===== src/lf_sweep_pkg.sv =====
// Package with register map, field layout, reset values, timing and types of the LF sweep.
package lf_sweep_pkg;
  localparam int FREQ_W = 32;
  localparam int ADDR_W = 8;
  localparam int LOG_FRAC_BITS = 16;

  localparam logic [7:0] OFF_CTRL = 8'h00;
  localparam logic [7:0] OFF_START = 8'h04;
  localparam logic [7:0] OFF_STOP = 8'h08;
  localparam logic [7:0] OFF_STEP = 8'h0c;
  localparam logic [7:0] OFF_DWELL = 8'h10;
  localparam logic [7:0] OFF_FREQ = 8'h14;
  localparam logic [7:0] OFF_CMD = 8'h18;
  localparam logic [7:0] OFF_STATUS = 8'h1c;

  localparam int CTRL_EN_BIT = 0;
  localparam int CTRL_MODE_LSB = 1;
  localparam int CTRL_MODE_MSB = 3;
  localparam int CTRL_TRI_BIT = 4;
  localparam int CTRL_LOG_BIT = 5;
  localparam int CTRL_SLOPE_BIT = 6;
  localparam int CMD_EXEC_BIT = 0;
  localparam int CMD_RESET_BIT = 1;

  localparam logic [31:0] START_RST = 32'h0000_0064;
  localparam logic [31:0] STOP_RST = 32'h0000_2710;
  localparam logic [31:0] STEP_RST = 32'h0000_0064;
  localparam logic [31:0] DWELL_RST = 32'h0001_e848;

  localparam int CLK_PERIOD_NS = 8;
  localparam int SETTLE_NS = 1000;
  localparam logic [31:0] SETTLE_CYC = 32'((SETTLE_NS + CLK_PERIOD_NS - 1) / CLK_PERIOD_NS);

  localparam logic [1:0] RESP_OKAY = 2'b00;
  localparam logic [1:0] RESP_SLVERR = 2'b10;

  typedef enum logic [2:0] {
    MODE_AUTO = 3'b000,
    MODE_SINGLE = 3'b001,
    MODE_STEP = 3'b010,
    MODE_EXT_SINGLE = 3'b011,
    MODE_EXT_STEP = 3'b100,
    MODE_EXT_SS = 3'b101
  } sweepMode_t;

  typedef enum logic [1:0] {
    ST_IDLE = 2'b00,
    ST_RUN = 2'b01,
    ST_HOLD = 2'b10
  } seqState_t;

  typedef struct packed {
    logic [FREQ_W-1:0] cur;
    logic [FREQ_W-1:0] width;
    logic [FREQ_W-1:0] start;
    logic [FREQ_W-1:0] stop;
    logic logSp;
    logic down;
  } stepReq_t;

  typedef struct packed {
    logic [FREQ_W-1:0] nxt;
    logic atEnd;
  } stepRsp_t;

  typedef struct packed {
    logic meta;
    logic sync;
    logic prev;
    logic pulse;
  } trigReg_t;

  typedef struct packed {
    logic sweepEn;
    sweepMode_t mode;
    logic triangle;
    logic logSp;
    logic slopeNeg;
    logic [31:0] start;
    logic [31:0] stop;
    logic [31:0] stepW;
    logic [31:0] dwell;
    logic [31:0] cur;
    logic [31:0] dwellCnt;
    logic dir;
    logic endHit;
    logic restartPend;
    logic upd;
    logic settled;
    seqState_t st;
    logic [1:0] phase;
    logic awv;
    logic [ADDR_W-1:0] awAddr;
    logic wv;
    logic [31:0] wData;
    logic [3:0] wStrb;
    logic bvalid;
    logic [1:0] bresp;
    logic rvalid;
    logic [31:0] rdata;
    logic [1:0] rresp;
  } seqReg_t;

  localparam seqReg_t SEQ_RST = '{start: START_RST, stop: STOP_RST, stepW: STEP_RST,
    dwell: DWELL_RST, restartPend: 1'b1, mode: MODE_AUTO, st: ST_IDLE, default: '0};
endpackage


===== src/lf_sweep_seq.sv =====
// LF frequency sweep sequencer with AXI4-Lite register access.
`timescale 1ns/1ns
module lf_sweep_seq (
  input wire logic core_clk,
  input wire logic sys_rst,
  input wire logic [7:0] s_axi_awaddr,
  input wire logic s_axi_awvalid,
  output logic s_axi_awready,
  input wire logic [31:0] s_axi_wdata,
  input wire logic [3:0] s_axi_wstrb,
  input wire logic s_axi_wvalid,
  output logic s_axi_wready,
  output logic [1:0] s_axi_bresp,
  output logic s_axi_bvalid,
  input wire logic s_axi_bready,
  input wire logic [7:0] s_axi_araddr,
  input wire logic s_axi_arvalid,
  output logic s_axi_arready,
  output logic [31:0] s_axi_rdata,
  output logic [1:0] s_axi_rresp,
  output logic s_axi_rvalid,
  input wire logic s_axi_rready,
  input wire logic instrumentTriggerInput,
  output logic [31:0] lfFreq,
  output logic lfFreqUpdate,
  output logic freqSettled,
  output logic sweepActive,
  output logic otherSweepsOff,
  output logic listModeOff
);
  lf_sweep_pkg::seqReg_t q;
  lf_sweep_pkg::seqReg_t d;
  lf_sweep_pkg::stepReq_t stepReq;
  lf_sweep_pkg::stepRsp_t stepRsp;
  logic extEdge;
  logic wrNow;
  logic doExec;
  logic doReset;
  logic doMan;
  logic modeChg;
  logic stepDown;
  logic tick;
  logic [31:0] ctrlWord;
  logic [31:0] statusWord;

  function automatic logic [31:0] merge(input logic [31:0] o, input logic [31:0] n,
                                        input logic [3:0] s);
    logic [31:0] r;
    r = o;
    for (int i = 0; i < 4; i++) begin
      if (s[i]) begin
        r[8*i +: 8] = n[8*i +: 8];
      end
    end
    return r;
  endfunction

  // The outside source must deliver the edges that the external modes wait for.
  lf_trig_edge trigEdge (
    .core_clk(core_clk),
    .sys_rst(sys_rst),
    .trigIn(instrumentTriggerInput),
    .slopeNeg(q.slopeNeg),
    .trigPulse(extEdge)
  );

  // The direction of the next step turns at the top only with triangle shape.
  assign stepDown = q.dir | (q.endHit & q.triangle);
  assign stepReq = '{cur: q.cur, width: q.stepW, start: q.start, stop: q.stop,
                     logSp: q.logSp, down: stepDown};

  lf_step_calc stepCalc (
    .req(stepReq),
    .rsp(stepRsp)
  );

  assign wrNow = q.awv & q.wv & ~q.bvalid;
  assign doExec = wrNow && q.awAddr == lf_sweep_pkg::OFF_CMD && q.wStrb[0] &&
                  q.wData[lf_sweep_pkg::CMD_EXEC_BIT];
  assign doReset = wrNow && q.awAddr == lf_sweep_pkg::OFF_CMD && q.wStrb[0] &&
                   q.wData[lf_sweep_pkg::CMD_RESET_BIT];
  assign doMan = wrNow && q.awAddr == lf_sweep_pkg::OFF_FREQ && q.sweepEn;
  assign modeChg = wrNow && q.awAddr == lf_sweep_pkg::OFF_CTRL && q.wStrb[0] &&
                   q.wData[lf_sweep_pkg::CTRL_MODE_MSB:lf_sweep_pkg::CTRL_MODE_LSB] != q.mode &&
                   q.st != lf_sweep_pkg::ST_IDLE;
  assign tick = q.st == lf_sweep_pkg::ST_RUN &&
                ({1'b0, q.dwellCnt} + 33'h1 >= {1'b0, q.dwell});
  assign ctrlWord = {25'h0, q.slopeNeg, q.logSp, q.triangle, q.mode, q.sweepEn};
  assign statusWord = {25'h0, q.restartPend, q.endHit, q.dir, q.phase, q.st};

  always_comb begin
    logic startSweep;
    logic oneStep;
    logic [31:0] cw;
    startSweep = 1'b0;
    oneStep = 1'b0;
    cw = merge(ctrlWord, q.wData, q.wStrb);
    d = q;
    d.upd = 1'b0;
    if (s_axi_awvalid && !q.awv) begin
      d.awv = 1'b1;
      d.awAddr = s_axi_awaddr;
    end
    if (s_axi_wvalid && !q.wv) begin
      d.wv = 1'b1;
      d.wData = s_axi_wdata;
      d.wStrb = s_axi_wstrb;
    end
    if (q.bvalid && s_axi_bready) begin
      d.bvalid = 1'b0;
    end
    if (q.rvalid && s_axi_rready) begin
      d.rvalid = 1'b0;
    end
    if (s_axi_arvalid && !q.rvalid) begin
      d.rvalid = 1'b1;
      d.rresp = lf_sweep_pkg::RESP_OKAY;
      case (s_axi_araddr)
        lf_sweep_pkg::OFF_CTRL: d.rdata = ctrlWord;
        lf_sweep_pkg::OFF_START: d.rdata = q.start;
        lf_sweep_pkg::OFF_STOP: d.rdata = q.stop;
        lf_sweep_pkg::OFF_STEP: d.rdata = q.stepW;
        lf_sweep_pkg::OFF_DWELL: d.rdata = q.dwell;
        lf_sweep_pkg::OFF_FREQ: d.rdata = q.cur;
        lf_sweep_pkg::OFF_CMD: d.rdata = 32'h0;
        lf_sweep_pkg::OFF_STATUS: d.rdata = statusWord;
        default: begin
          d.rdata = 32'h0;
          d.rresp = lf_sweep_pkg::RESP_SLVERR;
        end
      endcase
    end
    if (wrNow) begin
      d.awv = 1'b0;
      d.wv = 1'b0;
      d.bvalid = 1'b1;
      d.bresp = lf_sweep_pkg::RESP_OKAY;
      case (q.awAddr)
        lf_sweep_pkg::OFF_CTRL: begin
          d.sweepEn = cw[lf_sweep_pkg::CTRL_EN_BIT];
          d.mode = lf_sweep_pkg::sweepMode_t'(
            cw[lf_sweep_pkg::CTRL_MODE_MSB:lf_sweep_pkg::CTRL_MODE_LSB]);
          d.triangle = cw[lf_sweep_pkg::CTRL_TRI_BIT];
          d.logSp = cw[lf_sweep_pkg::CTRL_LOG_BIT];
          d.slopeNeg = cw[lf_sweep_pkg::CTRL_SLOPE_BIT];
        end
        lf_sweep_pkg::OFF_START: d.start = merge(q.start, q.wData, q.wStrb);
        lf_sweep_pkg::OFF_STOP: d.stop = merge(q.stop, q.wData, q.wStrb);
        lf_sweep_pkg::OFF_STEP: d.stepW = merge(q.stepW, q.wData, q.wStrb);
        lf_sweep_pkg::OFF_DWELL: d.dwell = merge(q.dwell, q.wData, q.wStrb);
        lf_sweep_pkg::OFF_FREQ: begin
          if (!q.sweepEn) begin
            d.cur = merge(q.cur, q.wData, q.wStrb);
            d.upd = 1'b1;
          end
        end
        lf_sweep_pkg::OFF_CMD: ;
        default: d.bresp = lf_sweep_pkg::RESP_SLVERR;
      endcase
    end
    if (!q.sweepEn) begin
      d.st = lf_sweep_pkg::ST_IDLE;
      d.phase = 2'd0;
      d.restartPend = 1'b1;
    end else if (doReset) begin
      d.cur = q.start;
      d.dir = 1'b0;
      d.endHit = 1'b0;
      d.restartPend = 1'b0;
      d.st = lf_sweep_pkg::ST_IDLE;
      d.phase = 2'd0;
      d.upd = 1'b1;
    end else if (modeChg) begin
      d.st = lf_sweep_pkg::ST_IDLE;
      d.phase = 2'd0;
      d.restartPend = 1'b1;
    end else begin
      case (q.mode)
        lf_sweep_pkg::MODE_AUTO: startSweep = q.st != lf_sweep_pkg::ST_RUN;
        lf_sweep_pkg::MODE_SINGLE: startSweep = q.st != lf_sweep_pkg::ST_RUN && doExec;
        lf_sweep_pkg::MODE_EXT_SINGLE: startSweep = q.st != lf_sweep_pkg::ST_RUN && extEdge;
        lf_sweep_pkg::MODE_STEP: oneStep = doMan;
        lf_sweep_pkg::MODE_EXT_STEP: oneStep = extEdge;
        lf_sweep_pkg::MODE_EXT_SS: begin
          if (extEdge) begin
            if (q.phase == 2'd1) begin
              d.st = lf_sweep_pkg::ST_HOLD;
              d.phase = 2'd2;
            end else begin
              startSweep = 1'b1;
              d.phase = 2'd1;
            end
          end
        end
        default: ;
      endcase
      if (startSweep) begin
        d.cur = q.start;
        d.dir = 1'b0;
        d.endHit = 1'b0;
        d.restartPend = 1'b0;
        d.st = lf_sweep_pkg::ST_RUN;
        d.upd = 1'b1;
      // A freeze that meets a dwell expiry must not take that step as well.
      end else if (oneStep || (tick && d.st == lf_sweep_pkg::ST_RUN)) begin
        if (q.restartPend || (q.endHit && (!q.triangle || q.dir))) begin
          d.endHit = 1'b0;
          d.dir = 1'b0;
          d.restartPend = 1'b0;
          if (tick && (q.mode == lf_sweep_pkg::MODE_SINGLE ||
                       q.mode == lf_sweep_pkg::MODE_EXT_SINGLE)) begin
            d.st = lf_sweep_pkg::ST_IDLE;
          end else begin
            d.cur = q.start;
            d.upd = 1'b1;
          end
        end else begin
          d.cur = stepRsp.nxt;
          d.dir = stepDown;
          d.endHit = stepRsp.atEnd;
          d.upd = 1'b1;
        end
      end
    end
    // Restart the dwell count on every new frequency so settling is measured per step.
    if (d.upd) begin
      d.dwellCnt = 32'h0;
    end else if (q.dwellCnt != 32'hffff_ffff) begin
      d.dwellCnt = q.dwellCnt + 32'h1;
    end
    d.settled = d.dwellCnt >= lf_sweep_pkg::SETTLE_CYC;
  end

  always_ff @(posedge core_clk or posedge sys_rst) begin
    if (sys_rst) begin
      q <= lf_sweep_pkg::SEQ_RST;
    end else begin
      q <= d;
    end
  end

  assign s_axi_awready = ~q.awv;
  assign s_axi_wready = ~q.wv;
  assign s_axi_bvalid = q.bvalid;
  assign s_axi_bresp = q.bresp;
  assign s_axi_arready = ~q.rvalid;
  assign s_axi_rvalid = q.rvalid;
  assign s_axi_rdata = q.rdata;
  assign s_axi_rresp = q.rresp;
  // One frequency bus serves every modulation that takes the internal generator.
  assign lfFreq = q.cur;
  assign lfFreqUpdate = q.upd;
  assign freqSettled = q.settled;
  assign sweepActive = q.st == lf_sweep_pkg::ST_RUN;
  assign otherSweepsOff = q.sweepEn;
  assign listModeOff = q.sweepEn;
endmodule


===== src/lf_trig_edge.sv =====
// Synchroniser and slope-selectable edge detector for the instrument trigger input.
`timescale 1ns/1ns
module lf_trig_edge (
  input wire logic core_clk,
  input wire logic sys_rst,
  input wire logic trigIn,
  input wire logic slopeNeg,
  output logic trigPulse
);
  lf_sweep_pkg::trigReg_t q;
  lf_sweep_pkg::trigReg_t d;

  always_comb begin
    d = q;
    d.meta = trigIn;
    d.sync = q.meta;
    d.prev = q.sync;
    d.pulse = slopeNeg ? (q.prev & ~q.sync) : (~q.prev & q.sync);
  end

  always_ff @(posedge core_clk or posedge sys_rst) begin
    if (sys_rst) begin
      q <= '0;
    end else begin
      q <= d;
    end
  end

  assign trigPulse = q.pulse;
endmodule


===== src/lf_step_calc.sv =====
// Next-step frequency calculation for linear and logarithmic spacing with end clamping.
`timescale 1ns/1ns
module lf_step_calc (
  input wire lf_sweep_pkg::stepReq_t req,
  output lf_sweep_pkg::stepRsp_t rsp
);
  logic [63:0] prod;
  logic [31:0] inc;
  logic [32:0] sum;
  logic [32:0] floorSum;

  always_comb begin
    prod = req.cur * req.width;
    inc = req.logSp ? prod[lf_sweep_pkg::LOG_FRAC_BITS +: 32] : req.width;
    sum = {1'b0, req.cur} + {1'b0, inc};
    floorSum = {1'b0, req.start} + {1'b0, inc};
    rsp.nxt = req.cur;
    rsp.atEnd = 1'b0;
    if (!req.down) begin
      if (sum >= {1'b0, req.stop}) begin
        rsp.nxt = req.stop;
        rsp.atEnd = 1'b1;
      end else begin
        rsp.nxt = sum[31:0];
      end
    end else if ({1'b0, req.cur} <= floorSum) begin
      rsp.nxt = req.start;
      rsp.atEnd = 1'b1;
    end else begin
      rsp.nxt = req.cur - inc;
    end
  end
endmodule


===== config.mk =====
export PLATFORM = sky130hd
export DESIGN_NAME = lf_sweep_seq
export DESIGN_NICKNAME = d
export VERILOG_FILES = /design/src/lf_sweep_pkg.sv /design/src/lf_sweep_seq.sv /design/src/lf_trig_edge.sv /design/src/lf_step_calc.sv
export SDC_FILE = /design/constraint.sdc
export NUM_CORES = 2
export LEC_CHECK = 0
export ABC_AREA = 1
export ABC_CLOCK_PERIOD_IN_PS = 21100
export BUFFER_PORTS_ARGS = -buffer_cell sky130_fd_sc_hd__buf_2
export CAP_MARGIN = 20
export CORE_MARGIN = 2
export CORE_UTILIZATION = 45
export DETAILED_ROUTE_END_ITERATION = 12
export SYNTH_ARGS = -nofsm -noshare
export SYNTH_HDL_FRONTEND = slang
export SYNTH_SLANG_ARGS = --single-unit
export TNS_END_PERCENT = 10

===== constraint.sdc =====
create_clock -name core_clk -period 21.1 [get_ports core_clk]
set_input_delay 2.11 -clock core_clk [delete_from_list [all_inputs] [get_ports core_clk]]
set_output_delay 2.11 -clock core_clk [all_outputs]
set_load 0.05 [all_outputs]

==> results.cfg <==
[outcome]
outcome = complete, no violations

[die]
start_util = 0.454
dieArea_mm2 = 0.120
die_h_um = 347
io_pins = 138
dieWidth_um = 347
rows = 125
coreArea_mm2 = 0.116

[timing]
fmax_mhz = 67.7
hold_viol = 0
rsz0062_at_grt = false
period_needed_ps = 14770
worstMarginPinSlew_ps = 1140
finalSetupViolations = 0
fin_worst_skew_ps = 27.2
max_slew_margin = 0.240
setup_total_negative_slack_ps = 0
slew_viol_final = 0
period_share = 0.700

[synth]
ys.flop_type = dfrtp_1
yosysSeqAreaShare = 0.140
ys_ff_latch = 294
ys_top_cells_by_area = fa_1 30%, nand2_1 13%, dfrtp_1 13%, inv_1 12%, ha_1 8.7%
netlist_area_mm2 = 0.0528
synthCells = 7228
synth_enable_flop_cells = 0
synth_common_cells = 1,860 x nand2_1, 1,741 x inv_1, 781 x fa_1, 366 x ha_1, 341 x nor2_1
synth_top_cell_area_share = 0.296
postSynthAreaPerCell_um2 = 7.31
synth_top_cell_by_area = fa_1
synthArstFlopShare = 1.00
synthDistinctLibCells = 62
synth_warnings = 0
synthMostInstantiatedCell = nand2_1

[global_route]
grt_usage = 0.329
grt_pass1_wl_mm = 299
grt_max_degree = 98
antenna_found_initial = 3
grt_pass1_vias = 47900
grt_overflow = 0

[clocking]
clock-sinks = 294
cts-htree-levels = 2
root_buffer = clkbuf_16
clock_latency_ps = 560
tritoncts = done
cts_resized = 0
clockBufferDepth = 3
cts_hold_buf = 0
postCtsSetupRepairBufs = 0
path_clk_slew_ps = 70
cts_made_buffers = 34

[flow_run]
drv_cap = 0

[cells_and_area]
fin_nets = 8285
fin_area_mm2 = 0.0555
fillers = 11900
layout-drive-gt1-share = 0.0543
syn_to_final_growth_pct = 4.98
finalNonFillerCells = 8628
antenna-diode-count = 0

[routing]
drt_iter0_drc = 4304
route.vias.total = 46700
ant_nets = 0
wl_per_cell_um = 22.8
drtPass1Iterations = 6
viasPerCell = 5.41
wirelength_mm = 197
drc = 0

[power_and_ir_drop]
peakVddDrop_v = 0.000130
power_leakage_nw = 31.6
power_density_mw_per_mm2 = 83.9
p_total_mw = 4.66

[setup_path]
path_delay_family = adder cells
cp_max_fo = 35
crit_type = reg -> reg
cp-end-kind = register
cp_common_cell = nand2_1
cp_num_buf_inv = 7
cp-start-kind = register
crit_arrival_ps = 15220
slowest_delay_ps = 1210
required_ps = 21550
critPathSlowestCell = dfstp_2

[placed_design]
placed_cell_area_mm2 = 0.0543
numPlacedInstances = 8564
gp_congestion = 0.999
io_buffers = 135
place_hpwl_mm = 154

[min_path]
min_path_type = reg -> reg
## where the power goes
group	internal (mW)	total, mW	switching [mW]	leakage (nW)
combinational	0.909	3.23	2.32	27.2
clock	0.359	0.625	0.266	0.567
sequential	0.663	0.800	0.136	3.83
total	1.93	4.66	2.72	31.6
## cell type report
cell class	count	area [um^2]	share of cell area
flip-flops and latches	294	7400	0.133
repair buffers	227	1380	0.0250
clock buffers	48	995	0.0179
clock inverters	14	160	0.00289
well taps	1524	1910	0.0344
multi-input cells	4772	37000	0.668
inverters	1749	6570	0.119
## stage by stage
stage | hold WS, ps | worst slack (ps) | util
after global routing | 368 | 5410 | 0.477
after floorplan | 331 | 10440 | -
after global placement | 335 | 6530 | 0.466
after CTS | 356 | 6450 | 0.476
final | 354 | 6330 | 0.477
after detailed placement | 341 | 6480 | 0.466
## layout by cell type, fill, tap and decap left out, types with 6 or more instances in the layout
cell type  netlist  final
or2_2           14     14
a21oi_1        339    338
clkbuf_1       302      6
xor2_1         102    102
clkbuf_16        0     35
mux2_2          10     10
o21ai_0        327    327
ha_1           366    366
nand3b_1        10     10
o31ai_1         28     28
o21ai_1         10     10
nor4_1          22     22
o22ai_1         59     59
nor3_1          40     40
nand4_1         90     90
fa_1           781    781
inv_1         1741   1739
buf_4           72     90
o21bai_1        11     11
a31oi_1         19     19
a211oi_1         9      9
nor2_1         341    340
o221ai_1        10     10
buf_2           18    135
o211ai_1         9      9
a221oi_1         6      6
clkbuf_8         0      7
dfstp_2         19     19
nand2_1       1860   1857
a21boi_0        10     10
dfrtp_2          0     13
o21a_1           7      7
dfrtp_1        275    262
nand2_2          7     10
nand3_1        175    175
xnor2_1         47     47
a21o_1          12     12
## layer usage
layer	track usage	routed length [um]	vias up
met1	0.459	85100	23100
met5	0	12	-
met4	0.104	7280	2
met3	0.0394	15000	340
li1	-	-	21200
met2	0.533	89100	1968
## worst paths after layout
check                              start  cells past startpoint            end  slack [ps]
setup / recovery                  q[195]                     55     lfFreq[19]        6330
hold / removal             trigEdge.d[2]                      0  trigEdge.d[1]         350
setup reg to reg                  q[195]                     55     lfFreq[19]        6330
hold reg to reg            trigEdge.d[2]                      0  trigEdge.d[1]         350
max in group asynchronous        sys_rst                      4     lfFreq[10]       16970
min in group asynchronous        sys_rst                      2         q[121]        1680
## worst register-to-register path: cells and delay by family, from the launching register on
family | cells | cell delay [ps]
flip-flops | 1 | 1210
adder cells (fa/ha/maj) | 11 | 4970
XOR/XNOR | 1 | 410
AND/OR/NAND/NOR | 25 | 4590
AO/OA/AOI/OAI | 11 | 2890
buffers and inverters | 7 | 590
## flip-flops by register name, indices dropped and copies added, names as in the netlist
| signal | flops |
|---|---|
| q | 213 |
| lfFreq | 32 |
| s_axi_rdata | 32 |
| ctrlWord | 6 |
| trigEdge.d | 2 |
| freqSettled | 1 |
| lfFreqUpdate | 1 |
| listModeOff | 1 |
| s_axi_bresp | 1 |
| s_axi_bvalid | 1 |
| s_axi_rresp | 1 |
| s_axi_rvalid | 1 |
| trigEdge.q | 1 |
| trigEdge.trigPulse | 1 |
## cells by family (layout without fill, tap and decap cells)
group                      count (synthesis)  in the layout  synth area share
and+or+nand+nor                         2579           2579             0.198
adders and majority gates               1147           1147             0.383
muxes                                     15             15           0.00308
xor gates and xnor gates                 149            149            0.0247
DFF                                      294            294             0.140
buffers and inverters                   2163           2038             0.160
AOI/OAI and AO/OA                        880            880            0.0923
other                                      1              2         0.0000710
Power figures use the tool's default switching activity.
